--- config.mk ---
export PLATFORM = sky130hd
export DESIGN_NAME = scs_sequencer
export DESIGN_NICKNAME = d
export VERILOG_FILES = /design/src/logic/scs_pkg.sv /design/src/logic/scs_sequencer.sv
export SDC_FILE = /design/constraint.sdc
export NUM_CORES = 2
export LEC_CHECK = 0
export BUFFER_PORTS_ARGS = -buffer_cell sky130_fd_sc_hd__buf_4
export CORE_MARGIN = 3
export CORE_UTILIZATION = 35
export CTS_BUF_LIST = sky130_fd_sc_hd__clkbuf_4
export CTS_CLUSTER_DIAMETER = 60
export DETAILED_ROUTE_END_ITERATION = 8
export PLACE_DENSITY = 0.52
export SYNTH_ARGS = -nofsm -noshare
export SYNTH_HDL_FRONTEND = slang
export SYNTH_SLANG_ARGS = --single-unit
--- constraint.sdc ---
create_clock -name sys_clk -period 30.6 [get_ports sys_clk]
set_input_delay 6.12 -clock sys_clk [delete_from_list [all_inputs] [get_ports sys_clk]]
set_output_delay 6.12 -clock sys_clk [all_outputs]
set_load 0.02 [all_outputs]
--- src/logic/scs_pkg.sv ---
// Purpose: Constants for the scanner channel sequencer.
// Assumes: 40 MHz system clock, register port with read data one cycle late.
// Notes:   Register offsets are byte addresses of aligned 32-bit words.
`default_nettype none
package scs_pkg;
  // ------------------------------------------------------------
  // Register map
  // ------------------------------------------------------------
  localparam logic [7:0] ADDR_MODE      = 8'h00;  // Scan mode and output function
  localparam logic [7:0] ADDR_MANUAL    = 8'h04;  // Manual channel code
  localparam logic [7:0] ADDR_DWELL     = 8'h08;  // Dwell seconds
  localparam logic [7:0] ADDR_ENABLE    = 8'h0c;  // Per-channel enable mask
  localparam logic [7:0] ADDR_SETUP     = 8'h10;  // Setup pointer channel code
  localparam logic [7:0] ADDR_CURVE     = 8'h14;  // Curve of pointed channel
  localparam logic [7:0] ADDR_STATUS    = 8'h18;  // Active channel, mode
  localparam logic [7:0] ADDR_GLOBAL    = 8'h1c;  // Global input setting word
  localparam logic [7:0] ADDR_SAMPLE    = 8'h20;  // Reading capture of active channel
  localparam logic [7:0] ADDR_HELD      = 8'h24;  // Held reading of pointed channel
  // ------------------------------------------------------------
  // Field layouts and reset values
  // ------------------------------------------------------------
  localparam int          MODE_LSB       = 0;     // Mode field bits 1:0
  localparam int          DOFUNC_BIT     = 2;     // Digital outputs in scanner function
  localparam logic [3:0]  RST_CODE       = 4'h0;  // First channel
  localparam logic [15:0] RST_ENABLE     = 16'hffff;
  localparam logic [7:0]  DWELL_MIN_S    = 8'h02;
  localparam logic [7:0]  DWELL_MAX_S    = 8'hc8;
  localparam logic [7:0]  RST_DWELL_S    = 8'h02;
  // ------------------------------------------------------------
  // Timing
  // ------------------------------------------------------------
  localparam int          CLK_HZ         = 40000000;
  localparam int          SECOND_S       = 1;
  localparam int          SECOND_CYCLES  = CLK_HZ * SECOND_S;
  // ------------------------------------------------------------
  // Types
  // ------------------------------------------------------------
  typedef enum logic [1:0] {
    SCS_OFF    = 2'b00,
    SCS_MANUAL = 2'b01,
    SCS_AUTO   = 2'b10,
    SCS_SLAVE  = 2'b11
  } scs_mode_t;
endpackage
`default_nettype wire

--- src/logic/scs_sequencer.sv ---
// Purpose: Active channel selection for an external sixteen-way sensor scanner.
// Assumes: Single 40 MHz clock; code inputs are asynchronous pins.
// Notes:   Readings arrive as a word with a valid strobe for the active channel.
`default_nettype none
module scs_sequencer #(
  parameter int CURVE_W       = 8,                        // Curve selector width
  parameter int DATA_W        = 24,                       // Reading width
  parameter int SECOND_CYCLES = scs_pkg::SECOND_CYCLES    // Cycles per second
) (
  input  wire logic              sys_clk,
  input  wire logic              rst,
  input  wire logic [7:0]        reg_addr,
  input  wire logic [31:0]       reg_wdata,
  input  wire logic              reg_wr,
  input  wire logic              reg_rd,
  output logic      [31:0]       reg_rdata,
  input  wire logic              chan_code_in_bit3,
  input  wire logic              chan_code_in_bit2,
  input  wire logic              chan_code_in_bit1,
  input  wire logic              chan_code_in_bit0,
  output logic                   chan_code_out_bit3,
  output logic                   chan_code_out_bit2,
  output logic                   chan_code_out_bit1,
  output logic                   chan_code_out_bit0,
  output logic                   chan_code_out_en,
  output logic      [3:0]        active_chan,
  output logic      [CURVE_W-1:0] active_curve,
  output logic                   scan_active,
  input  wire logic [DATA_W-1:0] reading,
  input  wire logic              reading_valid
);
  // ------------------------------------------------------------
  // Configuration registers
  // ------------------------------------------------------------
  scs_pkg::scs_mode_t mode_reg;                 // Scan mode
  logic               dofunc_reg;               // Outputs in scanner function
  logic [3:0]         manual_reg;               // Chosen manual channel code
  logic [7:0]         dwell_reg;                // Dwell in seconds
  logic [15:0]        enable_reg;               // Per-channel enable flags
  logic [3:0]         setup_reg;                // Setup pointer
  logic [CURVE_W-1:0] curve_reg [16];           // Per-channel curve
  logic [31:0]        global_reg;               // Setting shared by all channels
  logic [DATA_W-1:0]  held_reg  [16];           // Last valid reading per channel
  logic [3:0]         active_reg;               // Active channel code
  logic [3:0]         active_next;
  logic [31:0]        tick_reg;                 // Cycle count within a second
  logic [7:0]         sec_reg;                  // Seconds spent on channel
  logic [31:0]        reg_rdata_next;
  logic [3:0]         in_meta_reg, in_s2_reg, in_s3_reg, in_code_reg;

  // Dwell clamped into its legal span so a bad write cannot stall or race
  function automatic logic [7:0] clamp_dwell(input logic [7:0] v);
    if (v < scs_pkg::DWELL_MIN_S) begin
      return scs_pkg::DWELL_MIN_S;
    end else if (v > scs_pkg::DWELL_MAX_S) begin
      return scs_pkg::DWELL_MAX_S;
    end
    return v;
  endfunction

  // Next enabled channel above cur, wrapping; holds cur if none other
  function automatic logic [3:0] next_enabled(input logic [3:0] cur, input logic [15:0] en);
    logic [3:0] idx;
    logic       found;
    next_enabled = cur;
    found = 1'b0;
    for (int i = 1; i < 16; i++) begin
      idx = cur + 4'(i);
      if (!found && en[idx]) begin
        next_enabled = idx;
        found = 1'b1;
      end
    end
  endfunction

  // ------------------------------------------------------------
  // Decode
  // ------------------------------------------------------------
  wire wr_mode   = reg_wr && reg_addr == scs_pkg::ADDR_MODE;
  wire wr_manual = reg_wr && reg_addr == scs_pkg::ADDR_MANUAL;
  wire wr_dwell  = reg_wr && reg_addr == scs_pkg::ADDR_DWELL;
  wire wr_enable = reg_wr && reg_addr == scs_pkg::ADDR_ENABLE;
  wire wr_setup  = reg_wr && reg_addr == scs_pkg::ADDR_SETUP;
  wire wr_curve  = reg_wr && reg_addr == scs_pkg::ADDR_CURVE;
  wire wr_global = reg_wr && reg_addr == scs_pkg::ADDR_GLOBAL;
  wire is_auto   = mode_reg == scs_pkg::SCS_AUTO;
  wire sec_tick  = tick_reg == 32'(SECOND_CYCLES - 1);
  wire dwell_done = is_auto && sec_tick && (sec_reg + 8'h01 >= dwell_reg);
  wire drive_out = dofunc_reg && (mode_reg == scs_pkg::SCS_MANUAL || is_auto);
  wire in_stable = in_s2_reg == in_s3_reg;

  // ------------------------------------------------------------
  // Pin synchroniser: three stages, accept when last two agree
  // ------------------------------------------------------------
  always_ff @(posedge sys_clk or posedge rst) begin
    if (rst) begin
      in_meta_reg <= 4'h0;
      in_s2_reg   <= 4'h0;
      in_s3_reg   <= 4'h0;
      in_code_reg <= 4'h0;
    end else begin
      in_meta_reg <= {chan_code_in_bit3, chan_code_in_bit2, chan_code_in_bit1, chan_code_in_bit0};
      in_s2_reg   <= in_meta_reg;
      in_s3_reg   <= in_s2_reg;
      if (in_stable) begin
        in_code_reg <= in_s3_reg;
      end
    end
  end

  // ------------------------------------------------------------
  // Active channel selection
  // ------------------------------------------------------------
  always_comb begin
    case (mode_reg)
      scs_pkg::SCS_MANUAL: active_next = manual_reg;
      scs_pkg::SCS_AUTO:   active_next = dwell_done ?
                                         next_enabled(active_reg, enable_reg) : active_reg;
      scs_pkg::SCS_SLAVE:  active_next = in_code_reg;
      default:             active_next = active_reg;                     // off holds
    endcase
  end

  // Dwell timer: restarts whenever not in auto or dwell ended
  always_ff @(posedge sys_clk or posedge rst) begin
    if (rst) begin
      tick_reg <= 32'h0;
      sec_reg  <= 8'h00;
    end else if (!is_auto || dwell_done) begin
      tick_reg <= 32'h0;
      sec_reg  <= 8'h00;
    end else if (sec_tick) begin
      tick_reg <= 32'h0;
      sec_reg  <= sec_reg + 8'h01;
    end else begin
      tick_reg <= tick_reg + 32'h1;
    end
  end

  // ------------------------------------------------------------
  // Register writes
  // ------------------------------------------------------------
  always_ff @(posedge sys_clk or posedge rst) begin
    if (rst) begin
      mode_reg   <= scs_pkg::SCS_OFF;
      dofunc_reg <= 1'b0;
      manual_reg <= scs_pkg::RST_CODE;
      dwell_reg  <= scs_pkg::RST_DWELL_S;
      enable_reg <= scs_pkg::RST_ENABLE;
      setup_reg  <= scs_pkg::RST_CODE;
      global_reg <= 32'h0;
      active_reg <= scs_pkg::RST_CODE;
    end else begin
      if (wr_mode) begin
        mode_reg   <= scs_pkg::scs_mode_t'(reg_wdata[scs_pkg::MODE_LSB +: 2]);
        dofunc_reg <= reg_wdata[scs_pkg::DOFUNC_BIT];
      end
      if (wr_manual) manual_reg <= reg_wdata[3:0];
      if (wr_dwell)  dwell_reg  <= clamp_dwell(reg_wdata[7:0]);
      if (wr_enable) enable_reg <= reg_wdata[15:0];
      if (wr_setup)  setup_reg  <= reg_wdata[3:0];
      if (wr_global) global_reg <= reg_wdata;
      active_reg <= active_next;
    end
  end

  // Per-channel curve and held reading storage
  always_ff @(posedge sys_clk or posedge rst) begin
    if (rst) begin
      for (int i = 0; i < 16; i++) begin
        curve_reg[i] <= '0;
        held_reg[i]  <= '0;
      end
    end else begin
      if (wr_curve) curve_reg[setup_reg] <= reg_wdata[CURVE_W-1:0];
      if (reading_valid && mode_reg != scs_pkg::SCS_OFF) begin
        held_reg[active_reg] <= reading;
      end
    end
  end

  // ------------------------------------------------------------
  // Read port and outputs
  // ------------------------------------------------------------
  always_comb begin
    case (reg_addr)
      scs_pkg::ADDR_MODE:   reg_rdata_next = {29'h0, dofunc_reg, mode_reg};
      scs_pkg::ADDR_MANUAL: reg_rdata_next = {28'h0, manual_reg};
      scs_pkg::ADDR_DWELL:  reg_rdata_next = {24'h0, dwell_reg};
      scs_pkg::ADDR_ENABLE: reg_rdata_next = {16'h0, enable_reg};
      scs_pkg::ADDR_SETUP:  reg_rdata_next = {28'h0, setup_reg};
      scs_pkg::ADDR_CURVE:  reg_rdata_next = 32'(curve_reg[setup_reg]);
      scs_pkg::ADDR_STATUS: reg_rdata_next = {16'h0, sec_reg, 2'h0, mode_reg, active_reg};
      scs_pkg::ADDR_GLOBAL: reg_rdata_next = global_reg;
      scs_pkg::ADDR_SAMPLE: reg_rdata_next = 32'(held_reg[active_reg]);
      scs_pkg::ADDR_HELD:   reg_rdata_next = 32'(held_reg[setup_reg]);
      default:              reg_rdata_next = 32'h0;  // Unmapped reads zero
    endcase
  end

  // Read data and pins registered; code pins low when not reporting
  always_ff @(posedge sys_clk or posedge rst) begin
    if (rst) begin
      reg_rdata <= 32'h0;
      {chan_code_out_bit3, chan_code_out_bit2, chan_code_out_bit1, chan_code_out_bit0} <= 4'h0;
      chan_code_out_en <= 1'b1;
    end else begin
      reg_rdata <= reg_rd ? reg_rdata_next : 32'h0;
      {chan_code_out_bit3, chan_code_out_bit2, chan_code_out_bit1, chan_code_out_bit0} <=
        drive_out ? active_next : 4'h0;
      chan_code_out_en <= !drive_out;
    end
  end

  assign active_chan  = active_reg;
  assign active_curve = curve_reg[active_reg];
  assign scan_active  = mode_reg != scs_pkg::SCS_OFF;

  // ------------------------------------------------------------
  // Assertions
  // ------------------------------------------------------------
  wire [3:0] out_code = {chan_code_out_bit3, chan_code_out_bit2, chan_code_out_bit1, chan_code_out_bit0};
  property p_out_follows;
    @(posedge sys_clk) disable iff (rst) ##1 !chan_code_out_en |-> out_code == active_reg;
  endproperty
  a_out_follows: assert property (p_out_follows) else $error("code pins differ from active channel");
  property p_out_off;
    @(posedge sys_clk) disable iff (rst) (mode_reg == scs_pkg::SCS_SLAVE || mode_reg == scs_pkg::SCS_OFF
      || !dofunc_reg) |=> chan_code_out_en;
  endproperty
  a_out_off: assert property (p_out_off) else $error("code pins driven outside reporting modes");
  property p_manual;
    @(posedge sys_clk) disable iff (rst) mode_reg == scs_pkg::SCS_MANUAL |=> active_reg == $past(manual_reg);
  endproperty
  a_manual: assert property (p_manual) else $error("manual channel not applied");
  property p_slave;
    @(posedge sys_clk) disable iff (rst) mode_reg == scs_pkg::SCS_SLAVE |=> active_reg == $past(in_code_reg);
  endproperty
  a_slave: assert property (p_slave) else $error("slave code not followed");
  property p_off_hold;
    @(posedge sys_clk) disable iff (rst) mode_reg == scs_pkg::SCS_OFF |=> $stable(active_reg);
  endproperty
  a_off_hold: assert property (p_off_hold) else $error("channel moved while off");
  property p_auto_enabled;
    @(posedge sys_clk) disable iff (rst) is_auto && dwell_done |=>
      enable_reg[active_reg] || active_reg == $past(active_reg);
  endproperty
  a_auto_enabled: assert property (p_auto_enabled) else $error("auto moved to disabled channel");
  property p_auto_dwell;
    @(posedge sys_clk) disable iff (rst) is_auto && !dwell_done && $past(is_auto) |=> $stable(active_reg);
  endproperty
  a_auto_dwell: assert property (p_auto_dwell) else $error("auto moved before dwell");
  property p_dwell_range;
    @(posedge sys_clk) disable iff (rst) dwell_reg >= scs_pkg::DWELL_MIN_S && dwell_reg <= scs_pkg::DWELL_MAX_S;
  endproperty
  a_dwell_range: assert property (p_dwell_range) else $error("dwell outside range");
  property p_held;
    @(posedge sys_clk) disable iff (rst) reading_valid && scan_active |=>
      held_reg[$past(active_reg)] == $past(reading);
  endproperty
  a_held: assert property (p_held) else $error("reading not held");
  c_auto_step: cover property (@(posedge sys_clk) disable iff (rst) dwell_done ##1 $changed(active_reg));
  c_slave: cover property (@(posedge sys_clk) disable iff (rst)
    mode_reg == scs_pkg::SCS_SLAVE ##1 $changed(active_reg));
  c_manual_out: cover property (@(posedge sys_clk) disable iff (rst)
    mode_reg == scs_pkg::SCS_MANUAL && !chan_code_out_en);
endmodule
`default_nettype wire

== After elaboration in Yosys (flattened, before gate mapping) ==
Index checks and enable logic that the tools add are counted.

* Register bits: 676
* Latch bits: 0
* RAM bits: 0
* ROM bits: 0
* Input bits: 73
* Output and inout port bits: 50
* Memories kept: 0

* Add/sub/neg operators: 17
* Multiply operators: 0
* Div/mod/pow operators: 0
* Magnitude comparators: 22
* Equal/unequal tests: 14
* Shifts and indexed selects: 0
* Muxes and demuxes: 106
* Bitwise operators: 2
* Reduce and logical (&&, ||, !) cells: 48

{| class="wikitable"
|+ Operators with widths
! kind !! number
|-
| bitwise mux 384 bit || 1
|-
| one-hot mux 32 bit (10 select lines) || 1
|-
| binary-select mux 24 bit (select 4 bit) || 2
|-
| bitwise mux 128 bit || 1
|-
| 2-to-1 mux 24 bit || 5
|-
| demux 24 bit (select 4 bit) || 1
|-
| 2-to-1 mux 32 bit || 3
|-
| 2-to-1 mux 8 bit || 10
|-
| less-than comparator 4 x 5 -> 1 bit, second input constant || 15
|-
| 2-to-1 mux 4 bit || 17
|-
| binary-select mux 8 bit (select 4 bit) || 2
|-
| binary-select mux 1 bit (select 4 bit) || 15
|-
| 2-to-1 mux 1 bit || 46
|-
| adder 32 x 1 -> 32 bit, second input constant || 1
|-
| adder 4 bit, second input constant || 8
|-
| demux 8 bit (select 4 bit) || 1
|-
| equality test 32 x 26 -> 1 bit, second input constant || 1
|-
| equality test 8 x 5 -> 1 bit, second input constant || 4
|-
| logical AND 1 bit || 27
|-
| adder 4 x 3 -> 4 bit, second input constant || 4
|-
| equality test 8 x 4 -> 1 bit, second input constant || 2
|-
| equality test 8 x 6 -> 1 bit, second input constant || 2
|-
| logical NOT 1 bit || 16
|-
| one-hot mux 4 bit (3 select lines) || 1
|-
| 16 further kinds || 23
|}

== Longest topological paths before layout ==
* Word-level depth: 63
* Mapped depth: 17
* Mapped depth without buffers: 12

== Least setup slack after synthesis ==
Ideal clock, no wire load.

* Path type: register -> output
* Start point: register active_reg[0], in the netlist active_chan[0]
* End point: output port active_curve[0]
* Arrival time: 3.502 ns
* Slack: 20.978 ns
* Stages on the path, launching flop included: 9
* Buffers on the path: 6
* Cells stage by stage: dfrtp_1 > buf_6 > buf_8 > buf_2 > buf_1 > clkbuf_1 > buf_1 > mux4_2 > mux4_2

* Longest elaborated chain between the ends: 4

{| class="wikitable"
|+ Ends and longest elaborated chain
! item !! RTL line !! source
|-
| from (decl) || scs_sequencer.sv:44 || <nowiki>logic [3:0] active_reg;</nowiki>
|-
| from (signal assigned) || scs_sequencer.sv:152 || <nowiki>active_reg <= scs_pkg::RST_CODE;</nowiki>
|-
| from (signal assigned) || scs_sequencer.sv:163 || <nowiki>active_reg <= active_next;</nowiki>
|-
| NOT 4 -> 5 bit (not written as such) || scs_sequencer.sv:216 || <nowiki>assign active_curve = curve_reg[active_reg];</nowiki>
|-
| binary-select mux 8 bit (select 4 bit) || scs_sequencer.sv:216 ||
|-
| 2-to-1 mux 8 bit (not written as such) (2 in a row) || scs_sequencer.sv:216 ||
|-
| to (decl) || scs_sequencer.sv:27 || <nowiki>output logic [CURVE_W-1:0] active_curve,</nowiki>
|}

Every way passes these cells. The select of a mux whose other input is x is not followed.

== Worst setup path after layout ==
* Start point: register active_reg[0], in the netlist active_chan[0]
* End point: output port active_curve[1]

The elaborated chain is that of the path after synthesis.

==> run_results.csv <==
group,metric,value,unit
pwr,ir_worst_vdd,32.4,uV
floorplan,die_y,327,um
clock_tree,cts.clk_slew.worst_paths,0.07,ns
final_layout,area_delta_synth_final,13.2,%
run,maxCapViolations,0,
critical_path,r2r_cells,13,
critical_path,crit_required,24.48,ns
route,firstDrtPassIters,6,
place,dpl.hpwl,65400,um
place,portBuffers,122,
global_routing,grt_pass1_vias,25000,
critical_path,critPathArrivalTime,3.91,ns
global_routing,grt_use_total,20.3,%
route,drcViolationCount,0,
clock_tree,cts_tree,"done",
timing,skew,0.0631,ns
clock_tree,htree_levels,4,
synth,ys_async_sr_fraction,100,%
floorplan,num_rows,117,
route,wl_per_cell,26.2,um
clock_tree,clkLatencyLatePin,1.04,ns
synth,synth-seq-cells,676,
pwr,total_power,2.36,mW
pwr,p_per_area,57.7,nW/um2
clock_tree,clock_sink_count,676,
final_layout,fin_util,40.1,%
clock_tree,cts_setup_buffers,0,
place,place_congestion,0.865,
critical_path,worstSetupEndpoint,"active_curve[1]",
floorplan,start_util,35.4,%
timing,fin_setup_tns,0,ns
synth,syn_nets,2557,
timing,rsz0062_at_grt,"false",
critical_path,setup.worst_path.start,"active_chan[0]",
critical_path,path_class,"flop to output port",
global_routing,grt_antenna_before_repair,8,
final_layout,final_cell_mix,"dfrtp_1, mux2_2, mux4_2",
critical_path,regToRegStartpoint,"active_chan[1]",
route,vias,23500,
global_routing,grt_pass1_wl,163000,um
critical_path,ff2ff_setup_slack,23.83,ns
timing,holdWs,0.346,ns
clock_tree,ctsHoldBuffers,0,
timing,fin_crit_sh,32.8,%
timing,slew_viol_final,0,
route,via_per_inst,5.72,
timing,hold_violations,0,
timing,fmax,0.0997,GHz
synth,ys.warnings.count,0,
synth,synth_cell_types,72,
clock_tree,cts_buffers,179,
global_routing,grt_max_degree,162,
min_path,hp-class,"flop to flop",
final_layout,largest_reg_flops,384,
clock_tree,cts_root_buffer,"clkbuf_4",
route,wirelength,108000,um
synth,synth_edf_count,0,
synth,syn_area,36100,um2
synth,ys_seq_area_share,46.9,%
route,drt_iter0_drc,1778,
route,ant_nets,0,
outcome,status,"finished clean",
critical_path,worstSetupStartpointType,"flop",
timing,tightest_slew,1.21,ns
floorplan,dieArea,107000,um2
critical_path,r2r-end,"active_chan[0]",
timing,setup_viol_count_final,0,
floorplan,die_x,327,um
floorplan,num_io_pins,123,
place,dp.cells,3799,
timing,max-slew-margin-rel,19.4,%
synth,syn_inst,2455,
critical_path,path_max_fanout,36,
synth,yosys_most_used_dff,"dfrtp_1",
final_layout,stdcell_count,4115,
final_layout,drive_gt1_share,52.7,%
global_routing,overflow,0,
clock_tree,cts-resized-gates,0,
critical_path,endpoint_kind,"output port",
floorplan,core_area,102000,um2
clock_tree,cts_max_path_buffers,3,
pwr,p_leak,18.2,nW
timing,period_needed,10.03,ns
final_layout,final_common_cell,"dfrtp_1",
synth,syn_area_per_cell,14.7,um2
final_layout,layout.nets,2714,
==> Yosys cell counts (14+ instances only) <==
cell	count	area, um2
dfrtp_1	658	16500
mux2_2	587	6610
mux4_2	342	7700
clkbuf_1	144	541
nand2_1	101	379
nor2_1	77	289
a21oi_1	50	250
nand3_1	42	210
a22oi_1	41	308
buf_1	40	150
ha_1	29	363
xor2_1	29	254
o21ai_0	25	125
inv_1	24	90.1
xnor2_1	22	193
nor3_1	19	95.1
dfstp_2	18	473
mux2i_1	16	160
a22o_1	15	131
and3_1	14	87.6
==> report_power, final <==
group,total [mW],switching [mW],internal [mW]
Combinational,0.522,0.265,0.257
Sequential,0.997,0.0541,0.943
Clock,0.838,0.382,0.457
Total,2.36,0.701,1.66
==> per-stage QoR <==
step	area [um2]	worst slack (ns)
2_1_floorplan	36100	5.56
3_3_place_gp	38500	20.01
3_5_place_dp	38500	19.83
4_1_cts	40800	20.35
5_1_grt	40900	20.28
6_report	40900	20.57
==> layout make-up <==
type,count,area [um2]
inverters,27,111
well taps,1368,1710
clock buffers,276,2070
diodes,7,17.5
flip-flops and latches,676,17000
multi-input cells,1559,18400
fillers,9506,61200
repair buffers,169,1290
clock inverters,33,304
==> per-layer routing <==
metal	wire, um	global-route usage, %
met1	45800	27.0
met2	51400	32.3
met3	8230	5.75
met4	2550	6.42
met5	16	0
==> cell families (layout without fill, tap and decap cells) <==
logic type	Yosys count	count (layout)	synth area share, %
flip-flops	676	676	46.9
AND/OR/NAND/NOR	325	325	4.29
adder cells (fa/ha/maj)	29	29	1.00
AO/OA/AOI/OAI	204	204	3.94
multiplexers	950	950	40.2
other	0	7	0
XOR/XNOR	51	51	1.24
buffers and inverters	220	505	2.39
==> critical path, stage by stage (launching register included) <==
cell and delay (ns):
dfrtp_4 0.78, buf_4 0.70, mux4_2 0.61, mux4_2 0.53, buf_4 0.18
==> worst min-delay path by stage <==
stage,start,endpoint,slack (ns),cells after the start
floorplan,in_meta_reg[0],in_s2_reg[0],0.33,0
global placement,in_meta_reg[1],in_s2_reg[1],0.33,0
detailed placement,in_meta_reg[2],in_s2_reg[2],0.34,0
CTS,in_meta_reg[2],in_s2_reg[2],0.35,0
global route,in_meta_reg[0],in_s2_reg[0],0.36,0
finish,in_meta_reg[0],in_s2_reg[0],0.35,0
Power figures use the tool's default switching activity.
